File: src/inc/bsc_pkg.sv
// Constants, field layouts and helpers for the buck setpoint and clock configuration block.
package bsc_pkg;
    localparam int CLK_MHZ = 200;
    // Strap sensing: settle time before each sample.
    localparam int STRAP_SETTLE_NS = 1000;
    localparam int STRAP_SETTLE_CYC = (STRAP_SETTLE_NS * CLK_MHZ + 999) / 1000;
    // Soft-start durations, in us, and cycles per step of a 1024-step ramp.
    localparam int SS_STEPS_LOG2 = 10;
    localparam int SS_T0_US = 500;
    localparam int SS_T1_US = 770;
    localparam int SS_T2_US = 1000;
    localparam int SS_T3_US = 2000;
    localparam int SS_C0 = SS_T0_US * CLK_MHZ / (1 << SS_STEPS_LOG2);
    localparam int SS_C1 = SS_T1_US * CLK_MHZ / (1 << SS_STEPS_LOG2);
    localparam int SS_C2 = SS_T2_US * CLK_MHZ / (1 << SS_STEPS_LOG2);
    localparam int SS_C3 = SS_T3_US * CLK_MHZ / (1 << SS_STEPS_LOG2);
    // Ramp rates in uV/us; one fine step is 1.25 mV.
    localparam int FINE_UV = 1250;
    localparam int RATE0_UV = 10000;
    localparam int RATE1_UV = 5000;
    localparam int RATE2_UV = 1250;
    localparam int RATE3_UV = 500;
    localparam int DVS_C0 = FINE_UV * CLK_MHZ / RATE0_UV;
    localparam int DVS_C1 = FINE_UV * CLK_MHZ / RATE1_UV;
    localparam int DVS_C2 = FINE_UV * CLK_MHZ / RATE2_UV;
    localparam int DVS_C3 = FINE_UV * CLK_MHZ / RATE3_UV;
    // Accepted external clock window and spread modulation.
    localparam int SYNC_MIN_KHZ = 1000;
    localparam int SYNC_MAX_KHZ = 4000;
    localparam int SYNC_MIN_CYC = CLK_MHZ * 1000 / SYNC_MAX_KHZ;
    localparam int SYNC_MAX_CYC = CLK_MHZ * 1000 / SYNC_MIN_KHZ;
    localparam logic [1:0] SYNC_GOOD = 2'h2;
    localparam logic signed [4:0] SSC_PCT = 5'sd10;
    localparam int SSC_STEP_NS = 2500;
    localparam int SSC_STEP_CYC = SSC_STEP_NS * CLK_MHZ / 1000;
    // Register byte offsets.
    localparam logic [7:0] OFS_CTRL1 = 8'h00;
    localparam logic [7:0] OFS_CTRL2 = 8'h04;
    localparam logic [7:0] OFS_CTRL3 = 8'h08;
    localparam logic [7:0] OFS_SETP = 8'h0c;
    localparam logic [7:0] OFS_STAT = 8'h10;
    localparam logic [7:0] OFS_VOUT = 8'h14;
    // Field positions of the status word.
    localparam int ST_FREQ = 0;
    localparam int ST_SETPOINT_STRAP = 2;
    localparam int ST_ADDR = 4;
    localparam int ST_INIT = 11;
    localparam int ST_RAMP = 12;
    localparam int ST_SYNC = 13;
    localparam int ST_FORCED_PWM_MODE = 14;
    localparam int ST_SSC = 15;
    localparam int ST_SOFT = 16;
    // Reset values.
    localparam logic [1:0] RANGE_RST = 2'h2;
    localparam logic [1:0] RAMP_RST = 2'h2;
    localparam logic [1:0] SST_RST = 2'h2;
    typedef struct packed {
        logic spread_enable_bit;
        logic forced_pwm_bit;
        logic [1:0] ramp_rate_field;
        logic [1:0] range_field;
    } bsc_ctrl1_t;
    localparam bsc_ctrl1_t CTRL1_RST = '{1'b0, 1'b0, RAMP_RST, RANGE_RST};
    typedef struct packed {
        logic [7:0] code;
        logic [1:0] range;
        logic [1:0] ramp;
        logic [1:0] sst;
    } bsc_act_t;
    // Strap index order: 6.2k to GND, short GND, short supply, 47k to supply.
    function automatic logic [1:0] strap_idx(input logic [1:0] code);
        unique case (code)
            2'h1: strap_idx = 2'h0;
            2'h0: strap_idx = 2'h1;
            2'h3: strap_idx = 2'h2;
            default: strap_idx = 2'h3;
        endcase
    endfunction : strap_idx
    // Setpoint in 1.25 mV units above 0.4 V.
    function automatic logic [9:0] fine_of(input logic [7:0] c, input logic [1:0] r);
        unique case (r)
            2'h0: fine_of = {2'h0, c};
            2'h1: fine_of = {1'h0, c, 1'h0};
            default: fine_of = {c, 2'h0};
        endcase
    endfunction : fine_of
endpackage : bsc_pkg

File: src/bsc_core.sv
// Strap decoding, setpoint ramping, mode and clock selection with an APB register file.
// How it works
// - Frequency strap picks one of four frequencies.
// - Upper strap bit sampled, both switches open.
// - Upper zero: close switch one, sense.
// - Upper one: close switch two, sense.
// - Range code picks 1.25, 2.5, 5 mV.
// - Range defaults to widest 5 mV range.
// - New range waits for setpoint write.
// - Output equals 0.4 V plus code times step.
// - Setpoint strap gives default code and address.
// - Changes during soft-start wait until it ends.
// - Changes while disabled apply at enable.
// - Changes during any ramp wait for completion.
// - Strap setpoint is first soft-start target.
// - Setpoint moves ramp at selected slew rate.
// - Static mode level picks forced or power-save.
// - Valid external clock aligns and forces PWM.
// - Pin request ORed with forced PWM bit.
// - Spread varies frequency ten percent triangularly.
// - Spread needs bit, forced PWM, no sync.
// - Secondary device takes clock from pin.
// - Soft-start time field picks four durations.
//
// The APB slave port and the register addresses are this design's own decisions.
`timescale 1ns/1ps
`default_nettype none
module bsc_core import bsc_pkg::*; (
    input wire logic i_clk_sys,
    input wire logic i_rst,
    input wire logic i_psel,
    input wire logic i_penable,
    input wire logic i_pwrite,
    input wire logic [7:0] i_paddr,
    input wire logic [31:0] i_pwdata,
    input wire logic i_freq_strap,
    input wire logic i_setpoint_strap,
    input wire logic i_enable,
    input wire logic i_mode_sync,
    input wire logic i_stack_secondary,
    output logic o_pready,
    output logic o_pslverr,
    output logic [31:0] o_prdata,
    output logic o_freq_sw_one,
    output logic o_freq_sw_two,
    output logic o_setp_sw_one,
    output logic o_setp_sw_two,
    output logic o_init_done,
    output logic [1:0] o_freq_sel,
    output logic [6:0] o_target_addr,
    output logic [9:0] o_vout_fine,
    output logic o_soft_start,
    output logic o_ramping,
    output logic o_forced_pwm,
    output logic o_sync_pulse,
    output logic o_ext_clock,
    output logic signed [4:0] o_freq_trim,
    output logic o_droop_en
);
    typedef enum logic [1:0] {SP_MSB, SP_LSB, SP_DONE} bsc_strap_t;
    typedef enum logic [2:0] {RS_INIT, RS_OFF, RS_SS, RS_ON, RS_DVS} bsc_ramp_t;
    ////////////////////////////////////////
    // Pin synchronisers: only the second stage is read.
    logic [4:0] pin_s1_r, pin_s2_r;
    logic fq_lvl, vs_lvl, en_lvl, mode_lvl, sec_lvl;
    always_ff @(posedge i_clk_sys) begin
        if (i_rst) begin
            pin_s1_r <= 5'h00;
            pin_s2_r <= 5'h00;
        end else begin
            pin_s1_r <= {i_stack_secondary, i_mode_sync, i_enable,
                         i_setpoint_strap, i_freq_strap};
            pin_s2_r <= pin_s1_r;
        end
    end
    assign {sec_lvl, mode_lvl, en_lvl, vs_lvl, fq_lvl} = pin_s2_r;
    ////////////////////////////////////////
    // Resistor level decoder, one sequence serves both straps.
    bsc_strap_t sp_r;
    logic [15:0] settle_r;
    logic fq_msb_r, vs_msb_r, init_done_r, load_strap_r, settled;
    logic [1:0] fq_idx_r, vs_idx_r;
    assign settled = (settle_r == 16'(STRAP_SETTLE_CYC - 1));
    always_ff @(posedge i_clk_sys) begin
        if (i_rst) begin
            sp_r <= SP_MSB;
            settle_r <= 16'h0000;
            fq_msb_r <= 1'b0;
            vs_msb_r <= 1'b0;
            fq_idx_r <= 2'h0;
            vs_idx_r <= 2'h0;
            init_done_r <= 1'b0;
            load_strap_r <= 1'b0;
            o_freq_sw_one <= 1'b0;
            o_freq_sw_two <= 1'b0;
            o_setp_sw_one <= 1'b0;
            o_setp_sw_two <= 1'b0;
        end else begin
            load_strap_r <= 1'b0;
            settle_r <= settled ? 16'h0000 : settle_r + 16'h0001;
            unique case (sp_r)
                SP_MSB: begin
                    if (settled) begin
                        fq_msb_r <= fq_lvl;
                        vs_msb_r <= vs_lvl;
                        o_freq_sw_one <= ~fq_lvl;
                        o_freq_sw_two <= fq_lvl;
                        o_setp_sw_one <= ~vs_lvl;
                        o_setp_sw_two <= vs_lvl;
                        sp_r <= SP_LSB;
                    end
                end
                SP_LSB: begin
                    if (settled) begin
                        fq_idx_r <= strap_idx({fq_msb_r, fq_lvl});
                        vs_idx_r <= strap_idx({vs_msb_r, vs_lvl});
                        o_freq_sw_one <= 1'b0;
                        o_freq_sw_two <= 1'b0;
                        o_setp_sw_one <= 1'b0;
                        o_setp_sw_two <= 1'b0;
                        init_done_r <= 1'b1;
                        load_strap_r <= 1'b1;
                        sp_r <= SP_DONE;
                    end
                end
                SP_DONE: begin
                    // Held until the next power-up reset; no rescan.
                    settle_r <= 16'h0000;
                end
            endcase
        end
    end
    logic [7:0] strap_code;
    logic [6:0] strap_addr;
    always_comb begin
        unique case (vs_idx_r)
            2'h0: begin strap_code = 8'h50; strap_addr = 7'h44; end
            2'h1: begin strap_code = 8'h46; strap_addr = 7'h45; end
            2'h2: begin strap_code = 8'h5f; strap_addr = 7'h46; end
            default: begin strap_code = 8'h24; strap_addr = 7'h47; end
        endcase
    end
    ////////////////////////////////////////
    // APB slave; every access answers in its second access cycle.
    bsc_ctrl1_t ctrl1_r;
    logic [1:0] sst_r, range_lat_r;
    logic droop_r, wr_ok, rd_hit;
    logic [7:0] setp_r;
    logic [31:0] rd_val, status_w;
    assign wr_ok = i_psel & i_penable & o_pready & i_pwrite;
    always_comb begin
        rd_hit = 1'b1;
        rd_val = 32'h0000_0000;
        unique case (i_paddr)
            OFS_CTRL1: rd_val = {26'h0, ctrl1_r};
            OFS_CTRL2: rd_val = {30'h0, sst_r};
            OFS_CTRL3: rd_val = {31'h0, droop_r};
            OFS_SETP: rd_val = {24'h0, setp_r};
            OFS_STAT: rd_val = status_w;
            OFS_VOUT: rd_val = {22'h0, o_vout_fine};
            default: rd_hit = 1'b0;
        endcase
    end
    always_ff @(posedge i_clk_sys) begin
        if (i_rst) begin
            o_pready <= 1'b0;
            o_pslverr <= 1'b0;
            o_prdata <= 32'h0000_0000;
        end else begin
            o_pready <= i_psel & i_penable & ~o_pready;
            o_pslverr <= i_psel & i_penable & ~o_pready & ~rd_hit;
            if (i_psel & i_penable & ~o_pready & ~i_pwrite) begin
                o_prdata <= rd_val;
            end
        end
    end
    always_ff @(posedge i_clk_sys) begin
        if (i_rst) begin
            ctrl1_r <= CTRL1_RST;
            sst_r <= SST_RST;
            droop_r <= 1'b0;
        end else if (wr_ok) begin
            if (i_paddr == OFS_CTRL1) begin
                ctrl1_r <= bsc_ctrl1_t'(i_pwdata[5:0]);
            end
            if (i_paddr == OFS_CTRL2) begin
                sst_r <= i_pwdata[1:0];
            end
            if (i_paddr == OFS_CTRL3) begin
                // Applied at once; the host keeps it to disabled periods.
                droop_r <= i_pwdata[0];
            end
        end
    end
    // A setpoint write also captures the range now in force.
    always_ff @(posedge i_clk_sys) begin
        if (i_rst) begin
            setp_r <= 8'h00;
            range_lat_r <= RANGE_RST;
        end else begin
            if (load_strap_r) begin
                setp_r <= strap_code;
            end else if (wr_ok && i_paddr == OFS_SETP) begin
                setp_r <= i_pwdata[7:0];
                range_lat_r <= ctrl1_r.range_field;
            end
        end
    end
    ////////////////////////////////////////
    // Setpoint engine: soft-start, then controlled moves.
    bsc_ramp_t rs_r;
    bsc_act_t act_r;
    logic [9:0] cur_r, ss_phase_r, act_fine, new_fine;
    logic [15:0] tick_r, tick_lim;
    logic [19:0] ss_prod;
    logic tick;
    assign act_fine = fine_of(act_r.code, act_r.range);
    assign new_fine = fine_of(setp_r, range_lat_r);
    assign ss_prod = act_fine * ss_phase_r;
    assign tick = (tick_r >= tick_lim);
    always_comb begin
        tick_lim = 16'h0001;
        if (rs_r == RS_SS) begin
            unique case (act_r.sst)
                2'h0: tick_lim = 16'(SS_C0 - 1);
                2'h1: tick_lim = 16'(SS_C1 - 1);
                2'h2: tick_lim = 16'(SS_C2 - 1);
                default: tick_lim = 16'(SS_C3 - 1);
            endcase
        end else begin
            unique case (act_r.ramp)
                2'h0: tick_lim = 16'(DVS_C0 - 1);
                2'h1: tick_lim = 16'(DVS_C1 - 1);
                2'h2: tick_lim = 16'(DVS_C2 - 1);
                default: tick_lim = 16'(DVS_C3 - 1);
            endcase
        end
    end
    always_ff @(posedge i_clk_sys) begin
        if (i_rst) begin
            rs_r <= RS_INIT;
            act_r <= '{8'h00, RANGE_RST, RAMP_RST, SST_RST};
            cur_r <= 10'h000;
            ss_phase_r <= 10'h000;
            tick_r <= 16'h0000;
        end else begin
            tick_r <= tick ? 16'h0000 : tick_r + 16'h0001;
            if (rs_r != RS_INIT && !en_lvl) begin
                rs_r <= RS_OFF;
                cur_r <= 10'h000;
            end
            unique case (rs_r)
                RS_INIT: begin
                    if (init_done_r) begin
                        rs_r <= RS_OFF;
                    end
                end
                RS_OFF: begin
                    // Stored values follow the registers until enable.
                    act_r <= '{setp_r, range_lat_r, ctrl1_r.ramp_rate_field,
                               sst_r};
                    ss_phase_r <= 10'h000;
                    tick_r <= 16'h0000;
                    if (en_lvl && !load_strap_r) begin
                        rs_r <= RS_SS;
                    end
                end
                RS_SS: begin
                    // Targets stay frozen here; new writes wait for RS_ON.
                    if (en_lvl && tick) begin
                        ss_phase_r <= ss_phase_r + 10'h001;
                        cur_r <= ss_prod[19:10];
                        if (&ss_phase_r) begin
                            cur_r <= act_fine;
                            rs_r <= RS_ON;
                        end
                    end
                end
                RS_ON: begin
                    if (en_lvl) begin
                        act_r <= '{setp_r, range_lat_r, ctrl1_r.ramp_rate_field,
                                   sst_r};
                        if (new_fine != cur_r) begin
                            tick_r <= 16'h0000;
                            rs_r <= RS_DVS;
                        end
                    end
                end
                RS_DVS: begin
                    if (en_lvl && tick) begin
                        if (cur_r < act_fine) begin
                            cur_r <= cur_r + 10'h001;
                        end else if (cur_r > act_fine) begin
                            cur_r <= cur_r - 10'h001;
                        end
                        if ((cur_r == act_fine + 10'h001) || (cur_r + 10'h001 == act_fine)
                            || (cur_r == act_fine)) begin
                            rs_r <= RS_ON;
                        end
                    end
                end
                default: rs_r <= RS_INIT;
            endcase
        end
    end
    ////////////////////////////////////////
    // External clock detection on the mode pin.
    logic mode_prev_r, sync_on, mode_rise, forced_pwm_mode_req, ssc_on, tri_up_r;
    logic [15:0] per_r, ssc_cnt_r;
    logic [1:0] good_r;
    assign mode_rise = mode_lvl & ~mode_prev_r;
    assign sync_on = (good_r == SYNC_GOOD);
    // Pin level, sync clock and register bit all ask for forced PWM.
    assign forced_pwm_mode_req = sync_on | sec_lvl | (mode_lvl & ~sync_on)
                      | ctrl1_r.forced_pwm_bit;
    assign ssc_on = ctrl1_r.spread_enable_bit & forced_pwm_mode_req & ~sync_on
                    & ~sec_lvl;
    always_ff @(posedge i_clk_sys) begin
        if (i_rst) begin
            mode_prev_r <= 1'b0;
            per_r <= 16'h0000;
            good_r <= 2'h0;
        end else begin
            mode_prev_r <= mode_lvl;
            if (mode_rise) begin
                per_r <= 16'h0000;
                if (per_r >= 16'(SYNC_MIN_CYC) && per_r <= 16'(SYNC_MAX_CYC)) begin
                    good_r <= sync_on ? good_r : good_r + 2'h1;
                end else begin
                    good_r <= 2'h0;
                end
            end else if (per_r > 16'(SYNC_MAX_CYC)) begin
                // A static level after a lost clock falls back to mode select.
                good_r <= 2'h0;
            end else begin
                per_r <= per_r + 16'h0001;
            end
        end
    end
    ////////////////////////////////////////
    // Triangular frequency trim for spread spectrum.
    logic signed [4:0] tri_r;
    always_ff @(posedge i_clk_sys) begin
        if (i_rst) begin
            tri_r <= 5'sd0;
            tri_up_r <= 1'b1;
            ssc_cnt_r <= 16'h0000;
        end else if (!ssc_on) begin
            tri_r <= 5'sd0;
            tri_up_r <= 1'b1;
            ssc_cnt_r <= 16'h0000;
        end else if (ssc_cnt_r == 16'(SSC_STEP_CYC - 1)) begin
            ssc_cnt_r <= 16'h0000;
            if (tri_up_r) begin
                tri_r <= tri_r + 5'sd1;
                tri_up_r <= (tri_r + 5'sd1 != SSC_PCT);
            end else begin
                tri_r <= tri_r - 5'sd1;
                tri_up_r <= (tri_r - 5'sd1 == -SSC_PCT);
            end
        end else begin
            ssc_cnt_r <= ssc_cnt_r + 16'h0001;
        end
    end
    ////////////////////////////////////////
    // Status word and registered outputs.
    assign status_w = {15'h0, o_soft_start, o_freq_trim != 5'sd0 || ssc_on,
                       o_forced_pwm, o_ext_clock, o_ramping, o_init_done,
                       o_target_addr, vs_idx_r, fq_idx_r};
    always_ff @(posedge i_clk_sys) begin
        if (i_rst) begin
            o_init_done <= 1'b0;
            o_freq_sel <= 2'h0;
            o_target_addr <= 7'h00;
            o_vout_fine <= 10'h000;
            o_soft_start <= 1'b0;
            o_ramping <= 1'b0;
            o_forced_pwm <= 1'b0;
            o_sync_pulse <= 1'b0;
            o_ext_clock <= 1'b0;
            o_freq_trim <= 5'sd0;
            o_droop_en <= 1'b0;
        end else begin
            o_init_done <= init_done_r;
            o_freq_sel <= fq_idx_r;
            o_target_addr <= init_done_r ? strap_addr : 7'h00;
            o_vout_fine <= cur_r;
            o_soft_start <= (rs_r == RS_SS);
            o_ramping <= (rs_r == RS_SS) | (rs_r == RS_DVS);
            // Start-up always allows power-save behaviour.
            o_forced_pwm <= forced_pwm_mode_req & (rs_r != RS_SS);
            o_sync_pulse <= mode_rise & (sync_on | sec_lvl);
            o_ext_clock <= sync_on | sec_lvl;
            o_freq_trim <= tri_r;
            o_droop_en <= droop_r;
        end
    end
endmodule : bsc_core
`default_nettype wire

File: config.mk
export PLATFORM = sky130hd
export DESIGN_NAME = bsc_core
export DESIGN_NICKNAME = d
export VERILOG_FILES = /design/src/inc/bsc_pkg.sv /design/src/bsc_core.sv
export SDC_FILE = /design/constraint.sdc
export NUM_CORES = 1
export LEC_CHECK = 0
export BUFFER_PORTS_ARGS = -buffer_cell sky130_fd_sc_hd__buf_2
export CAP_MARGIN = 30
export CORE_MARGIN = 8
export CORE_UTILIZATION = 46
export CTS_BUF_LIST = sky130_fd_sc_hd__clkbuf_16
export DETAILED_ROUTE_END_ITERATION = 10
export GPL_TIMING_DRIVEN = 0
export HOLD_SLACK_MARGIN = 0.12
export PLACE_DENSITY_LB_ADDON = 0.1
export SYNTH_ARGS = -nofsm -noshare
export SYNTH_HDL_FRONTEND = slang
export SYNTH_SLANG_ARGS = --single-unit
File: constraint.sdc
create_clock -name i_clk_sys -period 8.4 [get_ports i_clk_sys]
set_input_delay 0.84 -clock i_clk_sys [delete_from_list [all_inputs] [get_ports i_clk_sys]]
set_output_delay 0.84 -clock i_clk_sys [all_outputs]
set_load 0.01 [all_outputs]
==> results.sh <==
export IMPL_status="completed"
export IMPL_place_inst=2104
export IMPL_first_drt_iteration_drcs=750
export IMPL_postLayoutCellArea_sq_um=15000
export IMPL_yosys_most_used_dff="dfxtp_1"
export IMPL_pwr_density_cell_nw_per_um2=123.5
export IMPL_async_flop_share_pct=0
export IMPL_final_critical_period_ps=7009
export IMPL_detail_route_drc_violations=0
export IMPL_register_bit_count_reported_by_yosys=199
export IMPL_finalHoldViolations=0
export IMPL_synth_most_common_cell="dfxtp_1"
export IMPL_cts_made_buffers=17
export IMPL_worst_hold_path_endpoint="pin_s2_r[1]"
export IMPL_critPathLaunchType="flop"
export IMPL_critPathSlowestCell="fa_1"
export IMPL_slew_limit_headroom_pct=30.43
export IMPL_timing_critical_path_slowest_cell_delay_ps=540
export IMPL_dp_slack_ps=1377
export IMPL_vdd_ir_drop_worst_uv=135.3
export IMPL_layout_drive_gt1_share_pct=9.874
export IMPL_timing_critical_path_required_ps=8750
export IMPL_timing_fmax_mhz=142.7
export IMPL_synth_warning_count=0
export IMPL_flow_area_growth_from_synthesis_pct=11.60
export IMPL_fp_dieW_microns=187.0
export IMPL_placed_cell_area_sq_um=14400
export IMPL_data_arrival_time_of_the_critical_path_ps=7360
export IMPL_element_type_at_the_critical_path_end="flop"
export IMPL_ys_top_cells_by_count="199 x dfxtp_1, 174 x nand2_1, 168 x nor2_1"
export IMPL_design_portCount=119
export IMPL_area_share_of_the_leading_cell_type_in_the_synthesized_netlist_pct=29.64
export IMPL_ys_types=83
export IMPL_setup_tns_ps=0
export IMPL_antenna_found_initial=1
export IMPL_worst_hold_path_type="reg2reg"
export IMPL_worst_setup_hold_path_clk_slew_ps=80
export IMPL_clock_sink_count=199
export IMPL_grt_overflow_total=0
export IMPL_synth_area_leaders="dfxtp_1 30%, fa_1 9.1%, ha_1 8.4%"
export IMPL_floorplan_die_area_sq_um=34950
export IMPL_buffer_levels_on_the_longest_clock_path=2
export IMPL_port_buffer_count=76
export IMPL_r2r_start="act_r[5]"
export IMPL_fin_worst_skew_ps=22.23
export IMPL_timing_max_transition_violations_final=0
export IMPL_max_cap_violations=0
export IMPL_ff2ff_path_depth=25
export IMPL_holdBufCountCts=0
export IMPL_die_height_microns=187.0
export IMPL_rows=62
export IMPL_report_final_setup_viol=0
export IMPL_worst_setup_path_type="reg2reg"
export IMPL_path_buf_inv=9
export IMPL_nNetsFinal=1940
export IMPL_clock_tree_root_cell="clkbuf_16"
export IMPL_multi_input_area_sq_um=8628
export IMPL_gp_congestion=0.9401
export IMPL_grt_setup_unrepaired="false"
export IMPL_part_of_the_cycle_the_worst_path_needs_pct=83.44
export IMPL_detailed_place_hpwl_microns=28990
export IMPL_post_layout_nonfiller_instances=2138
export IMPL_synth_top_cell_by_area="dfxtp_1"
export IMPL_synth_edf_count=0
export IMPL_highest_net_fanout_along_the_worst_path=10
export IMPL_post_cts_buffers=0
export IMPL_drtPass1Iterations=5
export IMPL_grt_pass1_wl_microns=61140
export IMPL_tightestPinTransition_ps=1036
export IMPL_design_core_area_sq_um=28780
export IMPL_crit_reg2reg_capture="cur_r[0]"
export IMPL_hold_start="pin_s1_r[1]"
export IMPL_sequential_to_total_area_share_from_yosys_stat_pct=29.64
export IMPL_filler_cell_count=2806
export IMPL_route_detailed_wl_per_inst_microns=17.47
export IMPL_ff_latch_area_sq_um=3984
export IMPL_grt_max_degree=22
export IMPL_reg2reg_setup_slack_ps=1390
export IMPL_critPathTopFamily="adder cells"
export IMPL_final_critical_path_setup_slack_ps=1391
export IMPL_clock_insertion_delay_worst_skew_ps=440
export IMPL_cts_htree_levels=4
export IMPL_min_delay_path_depth=1
export IMPL_cts_tree="built"
export IMPL_cts_repair_resized=0
export IMPL_residual_antenna_violating_net_count_after_detailed_routing=0
export IMPL_avg_vias_per_cell=5.424
export IMPL_routed_via_count=11600
export IMPL_static_leakage_nw=6.436
export IMPL_vias_in_the_first_global_route=11430
export IMPL_finalWirelength_microns=37360
export IMPL_syn_inst=1620
export IMPL_synth_avg_cell_area_sq_um=8.298
export IMPL_track_usage_pct=21.25
export IMPL_synth_cell_area_sq_um=13440
export IMPL_starting_density_of_the_core_pct=46.71
[routing by layer]
layer	up-vias	GRT usage, %	part of all wire, %
li1	5702	-	-
met1	5618	29.40	48
met2	246	35.06	47
met3	30	2.685	4.3
met4	0	4.337	1.2
met5	-	0	0
[sequential cells by signal, indices dropped and copies added, names as in the netlist, 3 cells and up]
| name | cells |
|---|---|
| ss_phase_r | 10 |
| rs_r | 3 |
| tick_r | 16 |
| tri_r | 5 |
| pin_s2_r | 5 |
| o_target_addr | 3 |
| setp_r | 8 |
| settle_r | 16 |
| o_prdata | 17 |
| pin_s1_r | 5 |
| act_r | 14 |
| ctrl1_r | 6 |
| per_r | 16 |
| ssc_cnt_r | 16 |
| o_freq_trim | 5 |
| cur_r | 10 |
| o_vout_fine | 10 |
[power breakdown]
part	switching, mW	internal, mW	total [mW]
clock network	0.435	0.404	0.839
logic	0.0392	0.0201	0.0594
registers	0.00461	0.950	0.954
total	0.478	1.37	1.85
[through the flow]
step	util (%)	total power, mW	hold WS [ps]
floorplan	-	1.011	413.8
global placement	50.00	1.035	419.2
detailed placement	50.02	1.035	431.4
CTS	52.11	1.867	450.0
global route	52.12	1.907	463.1
finish	52.13	1.852	443.3
[layout by cell type (no fill, tap or decap), types with 61 or more instances in the layout]
cell type    n
a21oi_1     93
and2_1      63
buf_2       86
clkbuf_1    71
dfxtp_1    199
fa_1        61
ha_1        90
inv_1      102
nand2_1    174
nor2_1     168
[cell families after synthesis]
group                    synth area share (%)
XOR/XNOR                                5.659
buffers and inverters                   6.822
adder cells (fa/ha/maj)                 17.46
multiplexers                            3.127
other                                 0.02790
AO/OA/AOI/OAI                           13.00
flip-flops                              29.64
AND/OR/NAND/NOR                         24.26
[how the worst max path moves through the flow]
stage               startpoint       end  slack, ps  depth (start not counted)
global route          act_r[5]  cur_r[7]        960                         26
floorplan             act_r[5]  cur_r[9]       2460                         26
global placement      act_r[5]  cur_r[9]       1430                         26
detailed placement    act_r[5]  cur_r[0]       1380                         25
CTS                   act_r[5]  cur_r[0]       1350                         25
finish                act_r[5]  cur_r[0]       1390                         25
[layout make-up]
class / instances / area share [%]
Antenna cell: 2 / 0.03336
Buffer: 110 / 3.561
Clock buffer: 17 / 2.836
Clock inverter: 15 / 1.176
Inverter: 102 / 2.552
Multi-Input combinational cell: 1232 / 57.51
Sequential cell: 199 / 26.56
Tap cell: 384 / 3.203
Timing Repair Buffer: 77 / 2.569
(Power assumes the default switching activity.)
